<file path="config.mk">
export PLATFORM = sky130hd
export DESIGN_NAME = ots_osc_tune_switch
export DESIGN_NICKNAME = d
export VERILOG_FILES = /design/src/core/ots_osc_tune_switch.v
export VERILOG_INCLUDE_DIRS = /design/src /design/src/core
export SDC_FILE = /design/constraint.sdc
export NUM_CORES = 1
export LEC_CHECK = 0
export ABC_AREA = 0
export BUFFER_PORTS_ARGS = -buffer_cell sky130_fd_sc_hd__buf_2
export CAP_MARGIN = 5
export CORE_UTILIZATION = 47
export CTS_BUF_LIST = sky130_fd_sc_hd__clkbuf_16
export DETAILED_ROUTE_END_ITERATION = 12
export PLACE_DENSITY = 0.74
export SLEW_MARGIN = 20
export SYNTH_ARGS = -nofsm -noshare
export SYNTH_HDL_FRONTEND = slang
export SYNTH_SLANG_ARGS = --single-unit
</file>
<file path="constraint.sdc">
create_clock -name ref_clk -period 3.4 [get_ports ref_clk]
set_clock_uncertainty 0.1 [all_clocks]
set_input_delay 0.34 -clock ref_clk [delete_from_list [all_inputs] [get_ports ref_clk]]
set_output_delay 0.34 -clock ref_clk [all_outputs]
set_load 0.05 [all_outputs]
</file>
<file path="src/core/ots_map.vh">
`ifndef OTS_MAP_VH
`define OTS_MAP_VH
// register indices, byte address is four times index
`define OTS_IDX_TUNE     8'hac
`define OTS_IDX_REQ      8'had
`define OTS_IDX_CUR      8'hae
`define OTS_IDX_SWCTL    8'haf
`define OTS_IDX_TRIM     8'hb0
`define OTS_IDX_FRQ      8'hb1
`define OTS_IDX_STAT     8'hb2
`define OTS_IDX_EVENT    8'hb4
// field positions
`define OTS_B_TEN        7
`define OTS_B_HOLD       6
`define OTS_B_LOCK       3
`define OTS_B_OOR        1
`define OTS_B_SWHOLD     7
`define OTS_B_XPWR       6
`define OTS_B_DONE       4
`define OTS_B_NRDY       3
`define OTS_B_EVFLAG     0
`define OTS_B_EVIE       1
// trim encoding
`define OTS_TRIM_MAX     6'h1f
`define OTS_TRIM_MIN     6'h20
`define OTS_TRIM_RST     6'h00
`define OTS_FRQ_LAST     4'h8
`define OTS_CTL_RST      8'h00
`endif

</file>
<file path="src/core/ots_osc_tune_switch.v">
`timescale 1ns/1ps
`default_nettype none
`include "ots_map.vh"
module ots_osc_tune_switch #(
  parameter        MEAS_PERIODS = 4,     // crystal periods per tuner cycle
  parameter [15:0] EXPECT_COUNT = 16'd2000, // nominal ticks per window
  parameter [7:0]  SRC_RESERVED = 8'h80, // one bit per reserved source
  parameter [3:0]  FRQ_RESET    = 4'h0   // frequency select after reset
) (
  input  wire        ref_clk,
  input  wire        reset,
  input  wire        psel,
  input  wire        penable,
  input  wire        pwrite,
  input  wire [11:0] paddr,
  input  wire [31:0] pwdata,
  output reg  [31:0] prdata,
  output reg         pready,
  output reg         pslverr,
  input  wire        crystalClk,        // crystal time base level
  input  wire        fastOscTick,       // one pulse per fast osc count
  input  wire        switchPermit,      // configuration setting
  input  wire [2:0]  resetClockChoice,  // strap, source at reset
  input  wire [3:0]  resetDividerChoice,// strap, divider at reset
  input  wire [7:0]  sourceReady,       // ready per source code
  input  wire [7:0]  oscEnabled,        // enable per status bit
  input  wire [7:0]  oscReady,          // ready per status bit
  input  wire        pllInputReady,
  input  wire        pllLocked,
  output reg  [5:0]  trimValue,
  output reg  [3:0]  freqSelect,
  output reg  [2:0]  activeSource,
  output reg  [3:0]  activeDivider,
  output reg         crystalHighPower,
  output reg         tunerIrq
);

  ////////////////////////////////////////////////////////////////////
  // window limits

  localparam [15:0] TOL    = EXPECT_COUNT / 16'd100; // 1% of nominal
  localparam [15:0] LIM_HI = EXPECT_COUNT + TOL;
  localparam [15:0] LIM_LO = EXPECT_COUNT - TOL;
  // period count is eight bits; cut the last edge index on purpose
  localparam [31:0] PER_FULL = MEAS_PERIODS - 1;
  localparam [7:0]  PER_LAST = PER_FULL[7:0];

  ////////////////////////////////////////////////////////////////////
  // state

  reg        tunerEnable;      // hardware owns trim
  reg        tuneHold;         // update hold bit
  reg        tuneLocked;       // within window
  reg        tuneOor;          // trim range exhausted
  reg        tunerEventFlag;   // sticky change event
  reg        tunerEventIe;     // irq enable
  reg [2:0]  reqSource;        // requested source
  reg [3:0]  reqDivider;       // requested divider
  reg        switchHold;       // hold switch when ready
  reg        newSrcReady;      // pending and ready
  reg        strapsTaken;      // straps loaded after release
  reg        xtalMeta;         // first sync stage
  reg        xtalSync;         // second sync stage
  reg        xtalLast;         // edge detector history
  reg [7:0]  periodCount;      // crystal edges in window
  reg [15:0] fastCount;        // fast ticks in window
  reg [7:0]  oscStatus;        // registered ready flags

  ////////////////////////////////////////////////////////////////////
  // bus decode

  // only the word index is decoded; upper address bits alias, so
  // software must keep them clear
  wire [7:0] regIdx   = paddr[9:2];
  wire       accessOn = psel & penable;
  wire       wrStrobe = accessOn & pready & pwrite; // completing write
  wire       rdLoad   = accessOn & ~pready & ~pwrite;
  wire [7:0] wData    = pwdata[7:0];

  wire wrTune  = wrStrobe & (regIdx == `OTS_IDX_TUNE);
  wire wrReq   = wrStrobe & (regIdx == `OTS_IDX_REQ);
  wire wrSwctl = wrStrobe & (regIdx == `OTS_IDX_SWCTL);
  wire wrTrim  = wrStrobe & (regIdx == `OTS_IDX_TRIM);
  wire wrFrq   = wrStrobe & (regIdx == `OTS_IDX_FRQ);
  wire wrEvent = wrStrobe & (regIdx == `OTS_IDX_EVENT);

  // decode of mapped indices, others answer with an error
  reg mapped;
  always @* begin
    case (regIdx)
      `OTS_IDX_TUNE, `OTS_IDX_REQ, `OTS_IDX_CUR, `OTS_IDX_SWCTL,
      `OTS_IDX_TRIM, `OTS_IDX_FRQ, `OTS_IDX_STAT,
      `OTS_IDX_EVENT: mapped = 1'b1;
      default:        mapped = 1'b0;
    endcase
  end

  ////////////////////////////////////////////////////////////////////
  // crystal edge sync and tuner cycle strobe

  // two flops, only the second is looked at
  always @(posedge ref_clk or posedge reset) begin
    if (reset) begin
      xtalMeta <= 1'b0;
      xtalSync <= 1'b0;
      xtalLast <= 1'b0;
    end else begin
      xtalMeta <= crystalClk;
      xtalSync <= xtalMeta;
      xtalLast <= xtalSync;
    end
  end

  wire xtalRise = xtalSync & ~xtalLast;
  // tuner cycle ends on the last crystal edge of a window
  wire evalNow  = tunerEnable & xtalRise & (periodCount == PER_LAST);

  // window counters; cleared while tuner is off
  always @(posedge ref_clk or posedge reset) begin
    if (reset) begin
      periodCount <= 8'h00;
      fastCount   <= 16'h0000;
    end else if (!tunerEnable) begin
      periodCount <= 8'h00;
      fastCount   <= 16'h0000;
    end else if (evalNow) begin
      periodCount <= 8'h00;
      fastCount   <= 16'h0000;
    end else begin
      if (xtalRise)
        periodCount <= periodCount + 8'h01;
      // saturate so a runaway clock still reads too fast
      if (fastOscTick && fastCount != 16'hffff)
        fastCount <= fastCount + 16'h0001;
    end
  end

  ////////////////////////////////////////////////////////////////////
  // tuning decision

  // strict bounds: a count sitting exactly on a limit still locks;
  // the first window after enable is short and may misjudge once
  wire tooFast  = (fastCount > LIM_HI);
  wire tooSlow  = (fastCount < LIM_LO);
  wire atMax    = (trimValue == `OTS_TRIM_MAX);
  wire atMin    = (trimValue == `OTS_TRIM_MIN);
  wire next_lock = ~tooFast & ~tooSlow;
  // trim needed beyond either end of the signed range
  wire next_oor  = (tooFast & atMin) | (tooSlow & atMax);

  // next trim: one step toward nominal, held at the ends
  reg [5:0] next_trim;
  always @* begin
    next_trim = trimValue;
    if (tooFast && !atMin)
      next_trim = trimValue - 6'h01;
    else if (tooSlow && !atMax)
      next_trim = trimValue + 6'h01;
  end

  // only a change of lock or range counts as an event
  wire statusChange = (next_lock != tuneLocked) | (next_oor != tuneOor);
  wire eventSet     = evalNow & statusChange;

  ////////////////////////////////////////////////////////////////////
  // tuning control register

  always @(posedge ref_clk or posedge reset) begin
    if (reset) begin
      tunerEnable <= 1'b0;
      tuneHold    <= 1'b0;
    end else if (wrTune) begin
      tunerEnable <= wData[`OTS_B_TEN];
      tuneHold    <= wData[`OTS_B_HOLD];
    end
  end

  // status flags follow the measurement; cleared when off
  always @(posedge ref_clk or posedge reset) begin
    if (reset) begin
      tuneLocked <= 1'b0;
      tuneOor    <= 1'b0;
    end else if (!tunerEnable) begin
      tuneLocked <= 1'b0;
      tuneOor    <= 1'b0;
    end else if (evalNow) begin
      tuneLocked <= next_lock;
      tuneOor    <= next_oor;
    end
  end

  ////////////////////////////////////////////////////////////////////
  // trim register

  // hardware steps only with hold clear; software only when off and hold clear
  always @(posedge ref_clk or posedge reset) begin
    if (reset) begin
      trimValue <= `OTS_TRIM_RST;
    end else if (tunerEnable) begin
      if (evalNow && !tuneHold)
        trimValue <= next_trim;
      // software writes dropped while enabled
    end else if (wrTrim && !tuneHold) begin
      trimValue <= wData[5:0];
    end
  end

  ////////////////////////////////////////////////////////////////////
  // event flag and interrupt

  // set beats a clear in the same cycle, so an event landing
  // on the clearing write is never lost
  always @(posedge ref_clk or posedge reset) begin
    if (reset) begin
      tunerEventFlag <= 1'b0;
      tunerEventIe   <= 1'b0;
      tunerIrq       <= 1'b0;
    end else begin
      if (eventSet)
        tunerEventFlag <= 1'b1;
      else if (wrEvent && wData[`OTS_B_EVFLAG])
        tunerEventFlag <= 1'b0;    // write one to clear
      if (wrEvent)
        tunerEventIe <= wData[`OTS_B_EVIE];
      // irq follows the flag one cycle later
      tunerIrq <= tunerEventFlag & tunerEventIe;
    end
  end

  ////////////////////////////////////////////////////////////////////
  // clock request and switch

  // a reserved source code throws away the divider of that write
  // too, so a half-applied request can never start a switch
  wire reqReserved = SRC_RESERVED[wData[6:4]];
  wire pending     = (reqSource != activeSource) |
                     (reqDivider != activeDivider);

  // request loaded from straps on the first edge after release
  always @(posedge ref_clk or posedge reset) begin
    if (reset) begin
      strapsTaken <= 1'b0;
      reqSource   <= 3'h0;
      reqDivider  <= 4'h0;
    end else if (!strapsTaken) begin
      strapsTaken <= 1'b1;
      reqSource   <= resetClockChoice;
      reqDivider  <= resetDividerChoice;
    end else if (wrReq && switchPermit && !reqReserved) begin
      reqSource   <= wData[6:4];
      reqDivider  <= wData[3:0];
    end
  end

  // ready flag set one cycle after source ready; switch next
  always @(posedge ref_clk or posedge reset) begin
    if (reset) begin
      activeSource  <= 3'h0;
      activeDivider <= 4'h0;
      newSrcReady   <= 1'b0;
    end else if (!strapsTaken) begin
      activeSource  <= resetClockChoice;
      activeDivider <= resetDividerChoice;
      newSrcReady   <= 1'b0;
    end else if (!pending) begin
      newSrcReady   <= 1'b0;
    end else if (newSrcReady && !switchHold) begin
      activeSource  <= reqSource;
      activeDivider <= reqDivider;
      newSrcReady   <= 1'b0;
    end else begin
      newSrcReady   <= sourceReady[reqSource];
    end
  end

  // switch control bits
  always @(posedge ref_clk or posedge reset) begin
    if (reset) begin
      switchHold       <= 1'b0;
      crystalHighPower <= 1'b0;
    end else if (wrSwctl) begin
      switchHold       <= wData[`OTS_B_SWHOLD];
      crystalHighPower <= wData[`OTS_B_XPWR];
    end
  end

  ////////////////////////////////////////////////////////////////////
  // frequency select

  // reserved codes are not stored
  always @(posedge ref_clk or posedge reset) begin
    if (reset)
      freqSelect <= FRQ_RESET;
    else if (wrFrq && wData[3:0] <= `OTS_FRQ_LAST)
      freqSelect <= wData[3:0];
  end

  ////////////////////////////////////////////////////////////////////
  // oscillator ready flags

  // flags are registered, so they lag their inputs by one cycle;
  // bit 0 also needs the multiplier input ready and locked
  genvar gi;
  generate
    for (gi = 0; gi < 8; gi = gi + 1) begin : gRdy
      always @(posedge ref_clk or posedge reset) begin
        if (reset)
          oscStatus[gi] <= 1'b0;
        else if (gi == 1)
          oscStatus[gi] <= 1'b0;  // unused bit
        else if (gi == 0)
          oscStatus[gi] <= oscEnabled[gi] & oscReady[gi] &
                           pllInputReady & pllLocked;
        else
          oscStatus[gi] <= oscEnabled[gi] & oscReady[gi];
      end
    end
  endgenerate

  ////////////////////////////////////////////////////////////////////
  // read mux

  reg [7:0] next_rd;
  always @* begin
    next_rd = 8'h00;
    case (regIdx)
      `OTS_IDX_TUNE: begin
        next_rd[`OTS_B_TEN]  = tunerEnable;
        next_rd[`OTS_B_HOLD] = tuneHold;
        next_rd[`OTS_B_LOCK] = tuneLocked;
        next_rd[`OTS_B_OOR]  = tuneOor;
      end
      `OTS_IDX_REQ:   next_rd = {1'b0, reqSource, reqDivider};
      `OTS_IDX_CUR:   next_rd = {1'b0, activeSource, activeDivider};
      `OTS_IDX_SWCTL: begin
        next_rd[`OTS_B_SWHOLD] = switchHold;
        next_rd[`OTS_B_XPWR]   = crystalHighPower;
        next_rd[`OTS_B_DONE]   = ~pending;
        next_rd[`OTS_B_NRDY]   = newSrcReady;
      end
      `OTS_IDX_TRIM:  next_rd = {2'b00, trimValue};
      `OTS_IDX_FRQ:   next_rd = {4'h0, freqSelect};
      `OTS_IDX_STAT:  next_rd = oscStatus;
      `OTS_IDX_EVENT: begin
        next_rd[`OTS_B_EVFLAG] = tunerEventFlag;
        next_rd[`OTS_B_EVIE]   = tunerEventIe;
      end
      default:        next_rd = 8'h00;
    endcase
  end

  ////////////////////////////////////////////////////////////////////
  // apb answer: one wait state, data and error registered

  always @(posedge ref_clk or posedge reset) begin
    if (reset) begin
      pready  <= 1'b0;
      pslverr <= 1'b0;
      prdata  <= 32'h00000000;
    end else begin
      // one wait state: read data is captured in the first access cycle
      pready <= accessOn & ~pready;
      if (accessOn && !pready)
        pslverr <= ~mapped;
      else
        pslverr <= 1'b0;
      if (rdLoad)
        prdata <= {24'h000000, next_rd};
    end
  end

endmodule
`default_nettype wire

</file>
Word level (Yosys, flattened, before mapping). Memory sizes are Yosys's and may differ from the RTL's. Index checks and enable logic that the tools add are counted.

Bits of input ports: 85. Memories kept: 1. ROM bits: 8. Register bits: 79. Output and inout port bits: 53.

Order comparisons: 5. Eq/ne operators: 24. Reductions and logical operators: 22. Bitwise gates (word level): 38. $add $sub $neg: 4. Multiplexer cells: 42.

Memory list: (name not given) (depth 8, width 1, read ports 1, clocked after Yosys merged registers in 0, write ports 0, RTL line ots_osc_tune_switch.v:235) `wire reqReserved = SRC_RESERVED[wData[6:4]];`.

Operators by type and width (count): 8-bit equality test, second input constant (8); 16-bit 2-to-1 mux (3); 6-bit 2-to-1 mux (5); 1-bit bitwise AND (28); 8-bit 2-to-1 mux (3); 4-bit 2-to-1 mux (5); 16-bit by 1-bit adder with 16-bit output, second input constant (1); 16-bit by 11-bit > comparator with 1-bit output, second input constant (1); 16-bit by 11-bit less-than comparator with 1-bit output, second input constant (1); 16-bit != test, second input constant (1); 3-bit 2-to-1 mux (5); 1-bit 2-to-1 mux (13); 1-bit one-hot mux with 6 select lines (2); 1-bit logical AND (11); 2-bit by 1-bit != test with 1-bit output, second input constant (5); 1-bit one-hot mux with 5 select lines (2); 2-bit one-hot mux with 5 select lines (1); 3-bit by 1-bit != test with 1-bit output, second input constant (3); 8-bit by 1-bit adder with 8-bit output, second input constant (1); 8-bit by 2-bit equality test with 1-bit output, second input constant (1); 3-bit by 4-bit less-than comparator with 1-bit output, second input constant (2); 8-bit OR reduction (1); 1-bit NOT (7); 1-bit one-hot mux with 7 select lines (1); 15 further kinds (24).

Logic depth before layout (Yosys ltp). Gate-level depths: netlist of run 1.

Depth after elaboration: 8. Gate-level depth with buffers: 13. Mapped depth without buffers: 13.

Worst setup path after synthesis of run 1. No wires, ideal clock.

Path kind: register -> register. From: register trimValue[1]. To: register trimValue[5]. Library setup time: 0.095 ns. Arrival: 2.989 ns. Buffers on the path: 0. Stages on the path, launching flop included: 12. Period minus slack after synthesis: 3.184 ns. Path slack: 0.216 ns. Cells stage by stage: dfrtp_1 > or4_1 > or3_1 > o21ai_0 > inv_1 > ha_1 > a21o_1 > a21o_1 > a21o_1 > a21oi_1 > xnor2_1 > o31ai_1.

Word-level cells in the longest chain between the ends: 6. Elaborated cells between the ends (all ways): 14.

Ends and longest elaborated chain: from (decl) (RTL line ots_osc_tune_switch.v:30) `output reg [5:0] trimValue,`; from (signal assigned) (RTL line ots_osc_tune_switch.v:198) `` trimValue <= `OTS_TRIM_RST; ``; from (signal assigned) (RTL line ots_osc_tune_switch.v:201) `trimValue <= next_trim;`; from (signal assigned) (RTL line ots_osc_tune_switch.v:204) `trimValue <= wData[5:0];`; branches (longest 6 deep; another with 6-bit by 1-bit adder with 6-bit output).

Several ways; the timed one is not identified. The select of a mux whose other input is x is not followed. A chain may end at the register's enable or synchronous reset.

Worst setup path in the final report of run 1. Ends and elaborated chain as after synthesis.

==> metrics, run 1 <==
status finished, violations left; failing checks negative hold slack; Max Fclk 310 MHz; Post-synth top cells dfrtp_1, nor2_1, nand2_1; Psw between 0.8 and 0.9 mW; Pleak 2.59 nW; largest area contributor in the netlist dfrtp_1; Critical Path Sink Type flip-flop; initial antenna violation count 0; sequential share of the synthesized area 0.441; Sequential Power Share 0.407; fin area 5300 µm²; gr usage total 0.226; TritonCTS clock tree yes; switching share of power 0.314; Worst-Margin Slew 857 ps; Iter 0 DRT Violations 202; Net count, final 645; Comb pwr share 0.207; reg-to-reg startpoint trimValue[1]$_DFFE_PP0P_; GP Congestion 0.928; fin crit share 0.949; worst hold path type in -> async; Post-Syn Area per Cell approximately 9.6 µm²; Int Power 1.95 mW; CTS Buffer Depth 2; first-pass GRT wire length between 15000 and 20000 µm; DP Area 4960 µm²; GRT busiest layer met2; clock network fraction of design power 0.386; Crit Path Class reg -> reg; Syn-to-layout area delta 18.2%; worst-path fanout max 7; mapped cell area 4480 µm²; Rel. slew slack 0.423; gr ovfl total 0; CTS Buf Count 9; setup repair after global routing missed its margin false; met1 usage 0.304; core area 9240 µm²; final setup margin 173 ps; final wirelength 10600 µm; met3 Usage GRT 0.0422; n_diodes 0; Slew Viols, Final 0; Post-Synthesis Cells between 400 and 500; Worst R2R Path Depth 11; via/cell ratio 5.56; setup TNS after final layout 0 ps; Clk Latency, worst-skew pair 340 ps; final hold vios 38; number of global-route vias before repair about 3600; clk slew on worst S/H paths 60 ps; Resize count post-CTS 0; hold_buf cts 0; final antenna-violating net count 0; critical path launch point type flip-flop; RR Endpoint trimValue[5]$_DFFE_PP0P_; r2r setup slk 170 ps; global-route met2 utilization 0.352; share of layout cells above drive strength 1 0.233; Setup Fix Bufs, Post-CTS 0; drc violations 0; Die Y 99.7 µm; Core Util, Final 0.574; clk sinks 79; pin count of the biggest net entering global routing 41; clk root buf clkbuf_16; DR pass1 iterations 5; Post-synth EDFFs 0; critical path required time 3540 ps; drt wl/cell between 15 and 20 µm; row count 35; Horiz. Die Dim 99.7 µm; starting density of the core 0.485; Synth cell types 56; pre-CTS setup slack 171 ps; critical path data arrival time 3370 ps; MaxCap Viol Count 0; Most used DFF post-synth dfrtp_1; Yosys top cell area share 0.441; count leader, synth dfrtp_1; Post-DP HPWL 7760 µm; yosys warns 0; hold slack -21.1 ps; synthesized flop and latch total between 70 and 80; I/O pins ~140; Peak VDD IR 297 µV; vias 3815; H-Tree Depth 3; Final min period 3230 ps; Synth area leaders dfrtp_1, mux2i_1, buf_4; PD cells 536 nW/µm²; Port Buf Inserts just over 80; die area 9930 µm²; Post-synth ARST share 1.00; setup violators final 0
critical path: stages (launching register included):
cell     delay, ps
dfrtp_1        450
or4_1          530
or3_1          340
o21ai_1        200
inv_1          170
ha_1           300
a21o_1         190
a21o_1         210
a21o_1         190
a21oi_1        170
xnor2_1         90
o31ai_1        190
per-layer routing:
layer | vias to the layer above | share of wire
li1 | 1784 | -
met5 | - | 0
met4 | 0 | 0.023
met3 | 21 | 0.060
met1 | 1858 | 0.45
met2 | 152 | 0.47
sequential cells by signal, indices dropped and copies added, names as in the netlist, 3 cells and up:
register and cells:
periodCount 8, fastCount 16, activeDivider 4, prdata 8, trimValue 6, oscStatus 7, reqSource 3, freqSelect 4
activeSource 3, reqDivider 4
kinds of logic after synthesis:
family | Yosys count | synth area share
DFF | 79 | 0.441
buffers and inverters | 56 | 0.0687
and+or+nand+nor | 174 | 0.194
other | 2 | 0.00168
adders and majority gates | 8 | 0.0240
muxes | 33 | 0.0874
xor gates and xnor gates | 27 | 0.0527
AOI/OAI and AO/OA | 89 | 0.130
worst max-delay path by stage:
stage | end | slack, ps | start | cells past startpoint
2_1_floorplan | trimValue[5]$_DFFE_PP0P_ | 220 | trimValue[1]$_DFFE_PP0P_ | 11
3_3_place_gp | trimValue[5]$_DFFE_PP0P_ | 270 | trimValue[0]$_DFFE_PP0P_ | 11
3_5_place_dp | trimValue[5]$_DFFE_PP0P_ | 170 | trimValue[1]$_DFFE_PP0P_ | 11
4_1_cts | trimValue[5]$_DFFE_PP0P_ | 120 | trimValue[1]$_DFFE_PP0P_ | 11
5_1_grt | trimValue[5]$_DFFE_PP0P_ | 20 | trimValue[1]$_DFFE_PP0P_ | 11
6_report | trimValue[5]$_DFFE_PP0P_ | 170 | trimValue[1]$_DFFE_PP0P_ | 11
cells in the final DEF (no fill, tap or decap), drive strengths merged, types with 15 or more instances in the layout:
cell type / n
conb: 25
dfrtp: 79
nand3: 15
o21ai: 16
nor2: 44
inv: 16
mux2i: 20
xor2: 15
a21oi: 28
buf: 91
nand2: 43
layout make-up:
type / instances / area [µm²]
fill: 831 / 3940
multi-input combinational: 356 / 2290
sequential: 79 / 1980
timing repair buffer: 91 / 475
clock buffer: 9 / 225
tap: 129 / 161
clock inverter: 7 / 114
inverter: 15 / 57.6
through the flow:
stage	cells	total power, mW
3_5_place_dp	670	1.75
4_1_cts	686	2.85
5_1_grt	686	2.96
3_3_place_gp	670	1.73
2_1_floorplan	491	1.62
6_report	686	2.84
power groups by stage:
stage / sequential (mW) / combinational, mW / clock (mW)
2_1_floorplan: 1.24 / 0.377 / 0
3_3_place_gp: 1.16 / 0.569 / 0
3_5_place_dp: 1.17 / 0.583 / 0
4_1_cts: 1.15 / 0.589 / 1.11
5_1_grt: 1.17 / 0.644 / 1.15
6_report: 1.16 / 0.587 / 1.10
No activity file was read; power rests on OpenSTA's default activity.
==> run 2, diff against run 1 <==
- PLACE_DENSITY: 0.74 -> 0.77
- clock period: 3.4 -> 2.8 ns (I/O delays scaled with it)
==> metrics, run 2 (synthesized netlist as in run 1, its figures left out) <==
Worst-Margin Slew 860 ps (was 857 ps); MaxCap Viol Count 0 (unchanged); Critical Path Max Stage Delay 520 ps (was 530 ps); Int Power 2.48 mW (was 1.95 mW); drt wl/cell 15.8 µm (was 15.5 µm); clk root buf clkbuf_16 (unchanged); setup violators final 1 (was 0); Psw 1.10 mW (was 0.891 mW); TritonCTS clock tree yes (unchanged); clock network fraction of design power 0.399 (was 0.386); CP delay by family, top compound AO/OA/AOI/OAI gates (unchanged); reg-to-reg startpoint trimValue[3]$_DFFE_PP0P_ (was trimValue[1]$_DFFE_PP0P_); Horiz. Die Dim 99.7 µm (unchanged); Placed Instances 681 (was 670); Rel. slew slack 0.421 (was 0.423); hold path start oscReady[3]; CTS Buffer Depth 2 (unchanged); setup repair after global routing missed its margin true (was false); clk sinks 79 (unchanged); Syn-to-layout area delta 23.0% (was 18.2%); Net count, final 661 (was 645); share of layout cells above drive strength 1 0.271 (was 0.233); Slew Viols, Final 0 (unchanged); cell mode on critical path a21o_1 (unchanged); vias 3855 (was 3815); Port Buf Inserts 83 (unchanged); max layer used met4 (unchanged); met1 WL 4760 µm (was 4740 µm); gr usage total 0.240 (was 0.226); Sequential Power Share 0.391 (was 0.407); Finished Layout Cells 702 (was 686); crit path buf inv count 1 (unchanged); Post-DP HPWL 7860 µm (was 7760 µm); Pleak 2.68 nW (was 2.59 nW); worst hold path type in -> reg (was in -> async); GP Congestion 0.916 (was 0.928); Max Fclk 354 MHz (was 310 MHz); via/cell ratio 5.49 (was 5.56); Die Y 99.7 µm (unchanged); Tot Pwr 3.57 mW (was 2.84 mW); row count 35 (unchanged); failing checks negative setup slack (was negative hold slack); pin count of the biggest net entering global routing 80 (was 41); DR pass1 iterations 5 (unchanged); I/O pins 138 (unchanged); final setup margin -26.8 ps (was 173 ps); pre-CTS setup slack -2.30 ps (was 171 ps); worst-path fanout max 4 (was 7); met2 WL 5290 µm (was 4990 µm); critical path required time 2930 ps (was 3540 ps); gr ovfl total 0 (unchanged); final wirelength 11100 µm (was 10600 µm); Critical Path Sink Type flip-flop (unchanged); number of global-route vias before repair 3711 (was 3591); Clk Latency, worst-skew pair 340 ps (about the same); Crit Path Class reg -> reg (unchanged); commonest non-fill, non-tap cells in the layout buf_2, dfrtp_1, nor2_1 (unchanged); Peak VDD IR 378 µV (was 297 µV); CP startpoint trimValue[3]$_DFFE_PP0P_ (was trimValue[1]$_DFFE_PP0P_); status finished, violations left (unchanged); Comb pwr share 0.210 (was 0.207); initial antenna violation count 0 (unchanged); r2r setup slk -30 ps (was 170 ps); largest registers fastCount x16, periodCount x8, prdata x8 (unchanged); critical path launch point type flip-flop (unchanged); WL met3 869 µm (was 639 µm); fin area 5520 µm² (was 5300 µm²); max reg flops 16 (unchanged); CP max stage cell or4_1 (unchanged); final antenna-violating net count 0 (unchanged); die area 9930 µm² (unchanged); starting density of the core 0.485 (unchanged); switching share of power 0.307 (was 0.314); first-pass GRT wire length 18400 µm (was 17300 µm); critical path data arrival time 2960 ps (was 3370 ps); commonest non-fill, non-tap cell in the layout buf_2 (unchanged); CTS Buf Count 9 (unchanged); Iter 0 DRT Violations 320 (was 202); Final min period 2830 ps (was 3230 ps); n_diodes 0 (unchanged); PD cells 648 nW/µm² (was 536 nW/µm²); DP Area 5090 µm² (was 4960 µm²); H-Tree Depth 3 (unchanged); fin crit share 1.01 (was 0.949); clk slew on worst S/H paths 60 ps (about the same); final hold vios 0 (was 38); drc violations 0 (unchanged); cells along the critical path or4_1 -> or3_4 -> o21ai_4 -> inv_4 -> ha_4 -> a21o_1 -> a21o_1 -> a21o_1 -> a21oi_2 -> xnor2_1 -> o31ai_1 (was or4_1 -> or3_1 -> o21ai_1 -> inv_1 -> ha_1 -> a21o_1 -> a21o_1 -> a21o_1 -> a21oi_1 -> xnor2_1 -> o31ai_1); Top reg by flops fastCount (unchanged); core area 9240 µm² (unchanged)
-- run 2: worst reg2reg max path: stages, from the launching register on --
cell and delay [ps]:
dfrtp_2 400, or4_1 520, or3_4 360, o21ai_4 90, inv_4 80, ha_4 210, a21o_1 160, a21o_1 180
a21o_1 160, a21oi_2 140, xnor2_1 90, o31ai_1 230
-- run 2: final timing paths --
kind / end / depth (start not counted)
worst max-delay path: trimValue[5]$_DFFE_PP0P_ / 11
worst min-delay path: oscStatus[3]$_DFF_PP0_ / 2
worst max register to register: trimValue[5]$_DFFE_PP0P_ / 11
worst min register to register: xtalSync$_DFF_PP0_ / 0
max in group asynchronous: trimValue[0]$_DFFE_PP0P_ / 4
min in group asynchronous: periodCount[1]$_DFFE_PP0P_ / 4
-- run 2: what timing repair did --
item,CTS,global route
endpoints found under the setup margin,1,2
resized for setup,2,1
hold buffers,2,0
setup buffers,2,1
pin swaps,2,0
cloned,0,0
endpoints found under the hold margin,80,0
-- run 2: cell type report --
cell class / count / area [µm²]
fill: 767 / 3720
multi-input combinational: 356 / 2340
sequential: 79 / 1980
timing repair buffer: 107 / 613
clock buffer: 9 / 225
tap: 129 / 161
clock inverter: 7 / 136
inverter: 15 / 58.8
-- run 2: routing by layer --
layer,vias up,global-route usage
met1,1836,0.330
met5,-,0
met2,176,0.371
met4,0,0.0973
met3,20,0.0513
li1,1823,-
-- run 2: power groups by stage --
stage          logic (mW)  clock network (mW)  registers (mW)
2_1_floorplan       0.458                   0            1.50
3_3_place_gp        0.712                   0            1.41
3_5_place_dp        0.730                   0            1.41
4_1_cts             0.739                1.45            1.39
5_1_grt             0.827                1.50            1.42
6_report            0.752                1.43            1.40
-- run 2: through the flow --
stage / setup TNS (ps) / hold slack, ps / util
after global placement: 0 / 238 / 0.551
final: -26.8 / 44.5 / 0.597
after global routing: -153 / 43.1 / 0.597
after detailed placement: -2.30 / 245 / 0.551
after CTS: -21.5 / 41.1 / 0.596
after floorplan: -56.5 / 211 / -
